===== src/inc/pfs_pkg.sv =====
// Constants for the pin function select block with write lock.
// Assumes a 32-bit AXI4-Lite register bus and a single system clock.
package pfs_pkg;

	// ==========================================================
	// Bus and register map
	localparam int        ADDR_W      = 8;
	localparam int        DATA_W      = 32;
	localparam int        REG_W       = 16;
	localparam logic [7:0] IDX_PROTECT = 8'h12;
	localparam logic [7:0] IDX_PA_LOW  = 8'h13;
	localparam logic [7:0] IDX_PA_HIGH = 8'h14;
	localparam logic [7:0] IDX_PB_LOW  = 8'h15;
	localparam logic [7:0] ADDR_PROTECT = 8'(IDX_PROTECT * 4);
	localparam logic [7:0] ADDR_PA_LOW  = 8'(IDX_PA_LOW * 4);
	localparam logic [7:0] ADDR_PA_HIGH = 8'(IDX_PA_HIGH * 4);
	localparam logic [7:0] ADDR_PB_LOW  = 8'(IDX_PB_LOW * 4);
	localparam logic [1:0] RESP_OKAY   = 2'h0;
	localparam logic [1:0] RESP_SLVERR = 2'h2;

	// ==========================================================
	// Writable bits and reset values
	localparam logic [15:0] PROTECT_MASK  = 16'h000F;
	localparam logic [15:0] PA_LOW_MASK   = 16'h1F00;
	localparam logic [15:0] PA_HIGH_MASK  = 16'h005F;
	localparam logic [15:0] PB_LOW_MASK   = 16'h78F5;
	localparam logic [15:0] REG_RESET     = 16'h0000;

	// ==========================================================
	// Protection field layout
	localparam int CLK_PROT_LSB = 2;
	localparam int MUX_PROT_LSB = 0;
	localparam int PROT_ON_BIT  = 0;
	localparam int PROT_LOCK_BIT = 1;

	// ==========================================================
	// Managed pins: register (0 port A low, 1 port A high, 2 port B low),
	// field low bit and high-bit offset (0 for a one-bit field, 1 for a two-bit field) for each pin index.
	localparam int NUM_PINS  = 13;
	localparam int NUM_FUNCS = 24;
	// Pin order: A4 A5 A6 A8 A9 A10 A11 B0 B1 B2 B3 B5 B6.
	localparam int PIN_REG  [NUM_PINS] = '{0, 0, 0, 1, 1, 1, 1, 2, 2, 2, 2, 2, 2};
	localparam int PIN_LSB  [NUM_PINS] = '{8, 10, 12, 0, 2, 4, 6, 0, 2, 4, 6, 11, 13};
	localparam int PIN_WIDE [NUM_PINS] = '{1, 1, 0, 1, 1, 0, 0, 0, 0, 1, 1, 1, 1};

	// ==========================================================
	// Peripheral function indices
	localparam logic [4:0] F_PWM_OUT_4      = 5'h00;
	localparam logic [4:0] F_PWM_OUT_5      = 5'h01;
	localparam logic [4:0] F_PWM_FAULT_IN_0 = 5'h02;
	localparam logic [4:0] F_PWM_FAULT_IN_1 = 5'h03;
	localparam logic [4:0] F_PWM_FAULT_IN_2 = 5'h04;
	localparam logic [4:0] F_PWM_FAULT_IN_3 = 5'h05;
	localparam logic [4:0] F_TIMER_A_CH0    = 5'h06;
	localparam logic [4:0] F_TIMER_A_CH1    = 5'h07;
	localparam logic [4:0] F_TIMER_A_CH2    = 5'h08;
	localparam logic [4:0] F_TIMER_A_CH3    = 5'h09;
	localparam logic [4:0] F_COMPARATOR_A_IN1 = 5'h0A;
	localparam logic [4:0] F_COMPARATOR_A_IN2 = 5'h0B;
	localparam logic [4:0] F_COMPARATOR_B_IN1 = 5'h0C;
	localparam logic [4:0] F_COMPARATOR_B_IN2 = 5'h0D;
	localparam logic [4:0] F_UART0_RECEIVE  = 5'h0E;
	localparam logic [4:0] F_EXTERNAL_CLOCK_INPUT = 5'h0F;
	localparam logic [4:0] F_SPI0_MASTER_OUT = 5'h10;
	localparam logic [4:0] F_SPI0_MASTER_IN  = 5'h11;
	localparam logic [4:0] F_SPI0_SLAVE_SELECT = 5'h12;
	localparam logic [4:0] F_SPI0_SERIAL_CLOCK = 5'h13;
	localparam logic [4:0] F_I2C_SDA        = 5'h14;
	localparam logic [4:0] F_I2C_SCL        = 5'h15;
	localparam logic [4:0] F_PWM_PAIR01_EXT_SOURCE = 5'h16;
	localparam logic [4:0] F_PWM_PAIR23_EXT_SOURCE = 5'h17;

	// Returns {valid, function index} for a pin and its select code.
	function automatic logic [5:0] pfs_route(input int pin, input logic [1:0] code);
		logic [5:0] r;
		r = 6'h00;
		case (pin)
			0: case (code)
				2'h0: r = {1'b1, F_PWM_OUT_4};
				2'h1: r = {1'b1, F_PWM_FAULT_IN_1};
				2'h2: r = {1'b1, F_TIMER_A_CH2};
				default: r = 6'h00;
			endcase
			1: case (code)
				2'h0: r = {1'b1, F_PWM_OUT_5};
				2'h1: r = {1'b1, F_PWM_FAULT_IN_2};
				2'h2: r = {1'b1, F_TIMER_A_CH3};
				default: r = 6'h00;
			endcase
			2: r = (code == 2'h0) ? {1'b1, F_PWM_FAULT_IN_0} : {1'b1, F_TIMER_A_CH0};
			3: case (code)
				2'h0: r = {1'b1, F_PWM_FAULT_IN_1};
				2'h1: r = {1'b1, F_TIMER_A_CH2};
				2'h2: r = {1'b1, F_COMPARATOR_A_IN1};
				default: r = 6'h00;
			endcase
			4: case (code)
				2'h0: r = {1'b1, F_PWM_FAULT_IN_2};
				2'h1: r = {1'b1, F_TIMER_A_CH3};
				2'h2: r = {1'b1, F_COMPARATOR_B_IN1};
				default: r = 6'h00;
			endcase
			5: r = (code == 2'h0) ? {1'b1, F_COMPARATOR_A_IN2} : 6'h00;
			6: r = (code == 2'h0) ? {1'b1, F_COMPARATOR_B_IN2} : 6'h00;
			7: r = (code == 2'h0) ? {1'b1, F_SPI0_SERIAL_CLOCK} : {1'b1, F_I2C_SCL};
			8: r = (code == 2'h0) ? {1'b1, F_SPI0_SLAVE_SELECT} : {1'b1, F_I2C_SDA};
			9: case (code)
				2'h0: r = {1'b1, F_SPI0_MASTER_IN};
				2'h1: r = {1'b1, F_TIMER_A_CH2};
				2'h2: r = {1'b1, F_PWM_PAIR01_EXT_SOURCE};
				default: r = 6'h00;
			endcase
			10: case (code)
				2'h0: r = {1'b1, F_SPI0_MASTER_OUT};
				2'h1: r = {1'b1, F_TIMER_A_CH3};
				2'h2: r = {1'b1, F_PWM_PAIR23_EXT_SOURCE};
				default: r = 6'h00;
			endcase
			11: case (code)
				2'h0: r = {1'b1, F_TIMER_A_CH1};
				2'h1: r = {1'b1, F_PWM_FAULT_IN_3};
				2'h2: r = {1'b1, F_EXTERNAL_CLOCK_INPUT};
				default: r = 6'h00;
			endcase
			12: case (code)
				2'h0: r = {1'b1, F_UART0_RECEIVE};
				2'h1: r = {1'b1, F_I2C_SDA};
				2'h2: r = {1'b1, F_EXTERNAL_CLOCK_INPUT};
				default: r = 6'h00;
			endcase
			default: r = 6'h00;
		endcase
		return r;
	endfunction

endpackage


===== src/rtl/pfs_pin_mux.sv =====
// Pin function select registers with write protection and lock, plus the
// pin and peripheral routing they steer.
// Assumes a 32-bit AXI4-Lite master, one clock and synchronous pad inputs.
//
// Design decision made here: the AXI4-Lite slave port.
`timescale 1ns/1ps

// Notes on behaviour
// - Clock protect field, bits 3-2, write-protects clock enable and control registers.
// - Mux protect field, bits 1-0, write-protects select, enable, mode, drive registers.
// - Field codes: 00 off, 01 on, 10 off locked, 11 on locked.
// - Locked field ignores writes; only chip reset returns it to 00.
// - Unlocked field may be turned off and on any number of times.
// - Mux protect field also guards the PWM test fields of clock output control.
// - Enable bit 0 gives pin to GPIO; 1 lets its select field choose.
// - Output fans out to all selected pins; input combines those pins.
// - After reset every managed pin is general-purpose I/O.
// - Port A pin 6, bit 12: fault input 0 or timer A channel 0.
// - Port A pin 5, bits 11-10: PWM 5, fault 2, timer A3; 11 reserved.
// - Port A pin 4, bits 9-8: PWM 4, fault 1, timer A2; 11 reserved.
// - Port A pins 11 and 10: comparator B and A input 2; 1 reserved.
// - Port A pin 9, bits 3-2: fault 2, timer A3, comparator B input 1.
// - Port A pin 8, bits 1-0: fault 1, timer A2, comparator A input 1.
// - Port B pin 6, bits 14-13: UART 0 receive, I2C data, external clock.
// - Port B pin 5, bits 12-11: timer A1, fault 3, external clock.
// - Port B pin 3, bits 7-6: SPI master out, timer A3, pair 2/3 source.
// - Port B pin 2, bits 5-4: SPI master in, timer A2, pair 0/1 source.
// - Port B pins 1 and 0: SPI select and clock, or I2C data and clock.
module pfs_pin_mux
	import pfs_pkg::*;
(
	// Clock and reset
	input  wire logic                  aclk,
	input  wire logic                  aresetn,
	// AXI4-Lite write address
	input  wire logic [ADDR_W-1:0]     awaddr,
	input  wire logic [2:0]            awprot,
	input  wire logic                  awvalid,
	output logic                       awready,
	// AXI4-Lite write data
	input  wire logic [DATA_W-1:0]     wdata,
	input  wire logic [DATA_W/8-1:0]   wstrb,
	input  wire logic                  wvalid,
	output logic                       wready,
	// AXI4-Lite write response
	output logic [1:0]                 bresp,
	output logic                       bvalid,
	input  wire logic                  bready,
	// AXI4-Lite read address
	input  wire logic [ADDR_W-1:0]     araddr,
	input  wire logic [2:0]            arprot,
	input  wire logic                  arvalid,
	output logic                       arready,
	// AXI4-Lite read data
	output logic [DATA_W-1:0]          rdata,
	output logic [1:0]                 rresp,
	output logic                       rvalid,
	input  wire logic                  rready,
	// Write blocks for the clock and mux configuration held elsewhere
	output logic                       clock_ctrl_write_block,
	output logic                       mux_config_write_block,
	// Pins
	input  wire logic [NUM_PINS-1:0]   pin_peripheral_enable,
	input  wire logic [NUM_PINS-1:0]   gpio_out,
	input  wire logic [NUM_PINS-1:0]   gpio_oe,
	input  wire logic [NUM_PINS-1:0]   pad_in,
	output logic [NUM_PINS-1:0]        pad_out,
	output logic [NUM_PINS-1:0]        pad_oe,
	// Peripheral functions
	input  wire logic [NUM_FUNCS-1:0]  func_out,
	input  wire logic [NUM_FUNCS-1:0]  func_oe,
	output logic [NUM_FUNCS-1:0]       func_in
);

	// ==========================================================
	// Registers and bus state
	logic [REG_W-1:0]  config_write_protect;
	logic [REG_W-1:0]  port_a_low_function_select;
	logic [REG_W-1:0]  port_a_high_function_select;
	logic [REG_W-1:0]  port_b_low_function_select;
	logic              aw_full;
	logic              w_full;
	logic [ADDR_W-1:0] wr_addr;
	logic [REG_W-1:0]  wr_data;
	logic [1:0]        wr_strb;
	logic              do_write;
	logic [REG_W-1:0]  byte_mask;
	logic [1:0]        clock_ctrl_protect;
	logic [1:0]        mux_config_protect;
	logic              wr_hit;
	logic              rd_hit;
	logic [REG_W-1:0]  rd_value;
	logic [NUM_FUNCS-1:0] next_func_in;
	logic [5:0]        route [NUM_PINS];

	assign clock_ctrl_protect = config_write_protect[CLK_PROT_LSB +: 2];
	assign mux_config_protect = config_write_protect[MUX_PROT_LSB +: 2];
	assign do_write  = aw_full && w_full && !bvalid;
	assign byte_mask = {{8{wr_strb[1]}}, {8{wr_strb[0]}}};
	assign wr_hit    = (wr_addr == ADDR_PROTECT) || (wr_addr == ADDR_PA_LOW) ||
	                   (wr_addr == ADDR_PA_HIGH) || (wr_addr == ADDR_PB_LOW);

	// ==========================================================
	// Write address and data channels, taken in either order.
	always_ff @(posedge aclk) begin
		if (!aresetn) begin
			awready <= 1'b1;
			wready  <= 1'b1;
			aw_full <= 1'b0;
			w_full  <= 1'b0;
			wr_addr <= '0;
			wr_data <= '0;
			wr_strb <= 2'h0;
		end else begin
			if (awvalid && awready) begin
				aw_full <= 1'b1;
				awready <= 1'b0;
				wr_addr <= awaddr;
			end
			if (wvalid && wready) begin
				w_full  <= 1'b1;
				wready  <= 1'b0;
				wr_data <= wdata[REG_W-1:0];
				wr_strb <= wstrb[1:0];
			end
			if (do_write) begin
				aw_full <= 1'b0;
				w_full  <= 1'b0;
			end
			if (bvalid && bready) begin
				awready <= 1'b1;
				wready  <= 1'b1;
			end
		end
	end

	// Protected writes still answer OKAY; only unmapped addresses fail.
	always_ff @(posedge aclk) begin
		if (!aresetn) begin
			bvalid <= 1'b0;
			bresp  <= RESP_OKAY;
		end else if (do_write) begin
			bvalid <= 1'b1;
			bresp  <= wr_hit ? RESP_OKAY : RESP_SLVERR;
		end else if (bvalid && bready) begin
			bvalid <= 1'b0;
		end
	end

	// ==========================================================
	// Protection register. Each field takes a write only while its lock
	// bit is clear, so a locked field holds until chip reset.
	always_ff @(posedge aclk) begin
		if (!aresetn) begin
			config_write_protect <= REG_RESET;
		end else if (do_write && wr_addr == ADDR_PROTECT && wr_strb[0]) begin
			if (!clock_ctrl_protect[PROT_LOCK_BIT]) begin
				config_write_protect[CLK_PROT_LSB +: 2] <= wr_data[CLK_PROT_LSB +: 2];
			end
			if (!mux_config_protect[PROT_LOCK_BIT]) begin
				config_write_protect[MUX_PROT_LSB +: 2] <= wr_data[MUX_PROT_LSB +: 2];
			end
		end
	end

	// Codes 01 and 11 protect; the lock bit does not change protection.
	always_ff @(posedge aclk) begin
		if (!aresetn) begin
			clock_ctrl_write_block <= 1'b0;
			mux_config_write_block <= 1'b0;
		end else begin
			clock_ctrl_write_block <= clock_ctrl_protect[PROT_ON_BIT];
			mux_config_write_block <= mux_config_protect[PROT_ON_BIT];
		end
	end

	// ==========================================================
	// Function select registers, frozen while mux protection is on.
	always_ff @(posedge aclk) begin
		if (!aresetn) begin
			port_a_low_function_select  <= REG_RESET;
			port_a_high_function_select <= REG_RESET;
			port_b_low_function_select  <= REG_RESET;
		end else if (do_write && !mux_config_protect[PROT_ON_BIT]) begin
			if (wr_addr == ADDR_PA_LOW) begin
				port_a_low_function_select <= (port_a_low_function_select & ~byte_mask) |
				                              (wr_data & byte_mask & PA_LOW_MASK);
			end
			if (wr_addr == ADDR_PA_HIGH) begin
				port_a_high_function_select <= (port_a_high_function_select & ~byte_mask) |
				                               (wr_data & byte_mask & PA_HIGH_MASK);
			end
			if (wr_addr == ADDR_PB_LOW) begin
				port_b_low_function_select <= (port_b_low_function_select & ~byte_mask) |
				                              (wr_data & byte_mask & PB_LOW_MASK);
			end
		end
	end

	// ==========================================================
	// Read channel; reserved bits are never stored, so they read zero.
	always_comb begin
		rd_hit   = 1'b1;
		rd_value = '0;
		case (araddr)
			ADDR_PROTECT: rd_value = config_write_protect;
			ADDR_PA_LOW:  rd_value = port_a_low_function_select;
			ADDR_PA_HIGH: rd_value = port_a_high_function_select;
			ADDR_PB_LOW:  rd_value = port_b_low_function_select;
			default:      rd_hit = 1'b0;
		endcase
	end

	always_ff @(posedge aclk) begin
		if (!aresetn) begin
			arready <= 1'b1;
			rvalid  <= 1'b0;
			rdata   <= '0;
			rresp   <= RESP_OKAY;
		end else if (arvalid && arready) begin
			arready <= 1'b0;
			rvalid  <= 1'b1;
			rdata   <= {{(DATA_W-REG_W){1'b0}}, rd_value};
			rresp   <= rd_hit ? RESP_OKAY : RESP_SLVERR;
		end else if (rvalid && rready) begin
			arready <= 1'b1;
			rvalid  <= 1'b0;
		end
	end

	// ==========================================================
	// Per-pin routing. A pin with its enable clear stays GPIO; a pin
	// with a reserved code drives nothing and feeds no peripheral.
	for (genvar p = 0; p < NUM_PINS; p++) begin : g_pin
		logic [REG_W-1:0] sel_reg;
		logic [1:0]       code;

		assign sel_reg = (PIN_REG[p] == 0) ? port_a_low_function_select :
		                 (PIN_REG[p] == 1) ? port_a_high_function_select :
		                                     port_b_low_function_select;
		assign code  = {(PIN_WIDE[p] != 0) ? sel_reg[PIN_LSB[p] + PIN_WIDE[p]] : 1'b0,
		                sel_reg[PIN_LSB[p]]};
		assign route[p] = pfs_route(p, code);

		always_ff @(posedge aclk) begin
			if (!aresetn) begin
				pad_out[p] <= 1'b0;
				pad_oe[p]  <= 1'b0;
			end else if (!pin_peripheral_enable[p]) begin
				pad_out[p] <= gpio_out[p];
				pad_oe[p]  <= gpio_oe[p];
			end else if (route[p][5]) begin
				pad_out[p] <= func_out[route[p][4:0]];
				pad_oe[p]  <= func_oe[route[p][4:0]];
			end else begin
				pad_out[p] <= 1'b0;
				pad_oe[p]  <= 1'b0;
			end
		end
	end

	// Several pins on one function are ORed together; software is
	// expected to pick only one, and any switch over must allow a gap.
	always_comb begin
		next_func_in = '0;
		for (int f = 0; f < NUM_FUNCS; f++) begin
			for (int q = 0; q < NUM_PINS; q++) begin
				if (pin_peripheral_enable[q] && route[q][5] && route[q][4:0] == 5'(f)) begin
					next_func_in[f] = next_func_in[f] | pad_in[q];
				end
			end
		end
	end

	always_ff @(posedge aclk) begin
		if (!aresetn) begin
			func_in <= '0;
		end else begin
			func_in <= next_func_in;
		end
	end

endmodule


===== config.mk =====
export PLATFORM = sky130hd
export DESIGN_NAME = pfs_pin_mux
export DESIGN_NICKNAME = d
export VERILOG_FILES = /design/src/inc/pfs_pkg.sv /design/src/rtl/pfs_pin_mux.sv
export SDC_FILE = /design/constraint.sdc
export NUM_CORES = 1
export LEC_CHECK = 0
export CORE_MARGIN = 4
export CORE_UTILIZATION = 40
export DETAILED_ROUTE_END_ITERATION = 10
export DONT_BUFFER_PORTS = 1
export GPL_TIMING_DRIVEN = 0
export PLACE_DENSITY_LB_ADDON = 0.2
export SLEW_MARGIN = 30
export SYNTH_ARGS = -nofsm -noshare
export SYNTH_HDL_FRONTEND = slang
export SYNTH_SLANG_ARGS = --single-unit

===== constraint.sdc =====
create_clock -name aclk -period 3.7 [get_ports aclk]
set_clock_uncertainty 0.15 [all_clocks]
set_input_delay 0.74 -clock aclk [delete_from_list [all_inputs] [get_ports aclk]]
set_output_delay 0.74 -clock aclk [all_outputs]
set_load 0.01 [all_outputs]

==> impl_metrics.ini <==
[routing]
first_pass_iters = 6
wl_met3_um = 2030
maxUsedRoutingLayer = met4
drc = 0
wire_per_inst_um = 21.4
drt-initial-drc-count = 445
dr_wl_met2_um = 10700
drtAntennaViolNets = 0
met1_length_um = 8940
via_count = 5975
routed_via_density = 5.76
drt_wl_total_um = 22200

[sta]
fmax_mhz = 395
slew-limit-headroom_pct = 40.6
finalSetupViolCount = 0
worst_slack_ns = 1.17
finalHoldViolCount = 0
period_share_pct = 68.4
slew_viol_final = 0
worstMarginPinSlew_ns = 0.891
rsz0062_at_grt = false
tns_ns = 0
post-route-min-period_ns = 2.53

[yosys]
synth.distinct_cells = 57
syn_area_mm2 = 0.00697
ys_top_cells_by_count = dfxtp_1, a21oi_1, nand2_1
ys_warn_count = 0
synth_most_common_cell = dfxtp_1
ys_seq_area_share_pct = 44.2
ys.flop_type = dfxtp_1
synthTopCellsByArea = dfxtp_1, a21oi_1, mux2i_1
async_flop_share_pct = 0
synth_top_area_share_pct = 44.2
synth_top_area_cell = dfxtp_1
syn_area_per_cell_um2 = 9.06
synth_edf_count = 0
ys_seq_elements = 154
netlist_instances = 769

[global_routing]
gr-usage-all-layers_pct = 21.9
antenna_found_initial = 0
grt_max_degree = 17
grt_pass1_vias = 5917
gr-total-overflow = 0
grt_pass1_wl_um = 33700

[setup_path]
cp_top_family = buffers and inverters
critical_path.slowest_cell = clkbuf_1
cp_max_fo = 10
cp-end-kind = register
cp.required_ns = 3.85
crit_chain = inv_1, ha_1, clkbuf_1, mux2i_1, o21ai_0, nand3_1, o31ai_1
path_class = reg2reg
slowest_delay_ns = 0.48
crit_path_start_kind = register
critPathBufInv = 2
critical_path_arrival_ns = 2.68

[die]
fp.dieW_um = 140
start_util_pct = 41.4
ios = 258
die_height_um = 140
core_area_mm2 = 0.0168
rows = 47
dieArea_mm2 = 0.0196

[place]
gp_congestion = 0.916
dp_hpwl_um = 17300
port_buffers = 0
dp_slack_ns = 0.983

[power_and_ir_drop]
power_density_mw_per_mm2 = 481
ir_drop_uv = 348
p_leak_nw = 3.00

[clocking]
clock_latency_ns = 0.43
post_cts_buffers = 0
clockBufferDepth = 2
cts_resized = 0
ctsHoldBuffers = 0
cts_tree = yes
numClockSinks = 154
clk_pin_slew_ns = 0.07
cts_buffers = 17
cts_root_buf = clkbuf_16
h-tree-depth = 4

[finish]
areaGrowthSynthToFinish_pct = 13.7
antenna_cells = 0
multiInputGateArea_mm2 = 0.00354
seqCellArea_mm2 = 0.00308
fill_cells = 1627
drive_gt1_share_pct = 8.92
nets = 994

[status]
outcome = completed

[min_path]
hp-class = in2reg

[job]
cap_violations = 0
==> layer usage <==
layer	vias to the layer above	global-route usage, %
met1	2844	26.7
li1	2781	-
met3	37	6.65
met4	0	7.39
met5	-	0
met2	313	36.8
==> logic make-up (layout without fill, tap and decap cells) <==
kind of cell    count (synthesis)  count (layout)  synth area share (%)
compound gates                192             192                  17.4
fa+ha+maj                      24              24                  4.31
buf+inv                        87             119                  5.93
flops                         154             154                  44.2
mux                            46              46                  8.40
other cells                     1              18                0.0538
simple gates                  265             265                  19.7
==> through the flow <==
step | cell area, um^2 | total power, mW | utilization [%] | hold slack [ns] | std cells
floorplan | 7030 | 1.94 | - | 0.280 | 786
global placement | 7310 | 1.99 | 43.4 | 0.289 | 1006
detailed placement | 7310 | 2.00 | 43.4 | 0.296 | 1006
CTS | 7920 | 3.83 | 47.1 | 0.235 | 1038
global route | 7920 | 3.94 | 47.1 | 0.226 | 1038
finish | 7920 | 3.81 | 47.1 | 0.243 | 1038
==> cell type report <==
type                    instances  share of cell area, %
plain buffers                  68                   4.31
flip-flops and latches        154                   38.9
clock buffers                  19                   5.46
well taps                     220                   3.47
multi-input cells             545                   44.6
clock inverters                13                   2.31
inverters                      19                  0.900
==> worst reg2reg max path, delay by kind of cell (launching register included) <==
kind / cells / cell delay (ns)
buffers and inverters: 2 / 0.62
AOI/OAI and AO/OA: 2 / 0.53
DFF: 1 / 0.47
adders and majority gates: 1 / 0.30
muxes: 1 / 0.21
and+or+nand+nor: 1 / 0.11
==> power breakdown <==
part | leakage [nW] | total (mW) | internal (mW) | switching, mW
sequential | 1.26 | 1.75 | 1.71 | 0.0475
clock | 0.295 | 1.84 | 1.08 | 0.758
combinational | 1.45 | 0.211 | 0.0803 | 0.131
==> layout by cell type, fill, tap and decap left out, drive strengths merged, types with 3 or more instances in the layout <==
cell type  instances
and3b              5
a211oi            16
a21oi             76
o21ai             34
conb              18
and3              23
nor3               5
nor2b             18
a32oi              4
nand4b             5
o22ai              4
ha                24
inv               25
mux2i             36
o2bb2ai           12
a22o              12
nand2             70
nand4              8
and2              17
nand3b             3
a22oi             17
or4                4
dfxtp            154
nand3             30
bufinv             3
mux4              10
nor2              60
a31oi              4
nand2b             8
buf               28
o31ai              3
clkbuf            59
nor4               4
==> final timing paths <==
path | from | to | slack [ns] | cells after the start
worst max-delay path | register | pad_out[10] | 1.17 | 7
worst min-delay path | pin_peripheral_enable[8] | pad_out[8] | 0.24 | 1
worst max register to register | register | pad_out[10] | 1.17 | 7
worst min register to register | wr_addr[0] | wr_addr[0] | 0.30 | 2
Note: power is estimated with default switching activity, not from simulation.
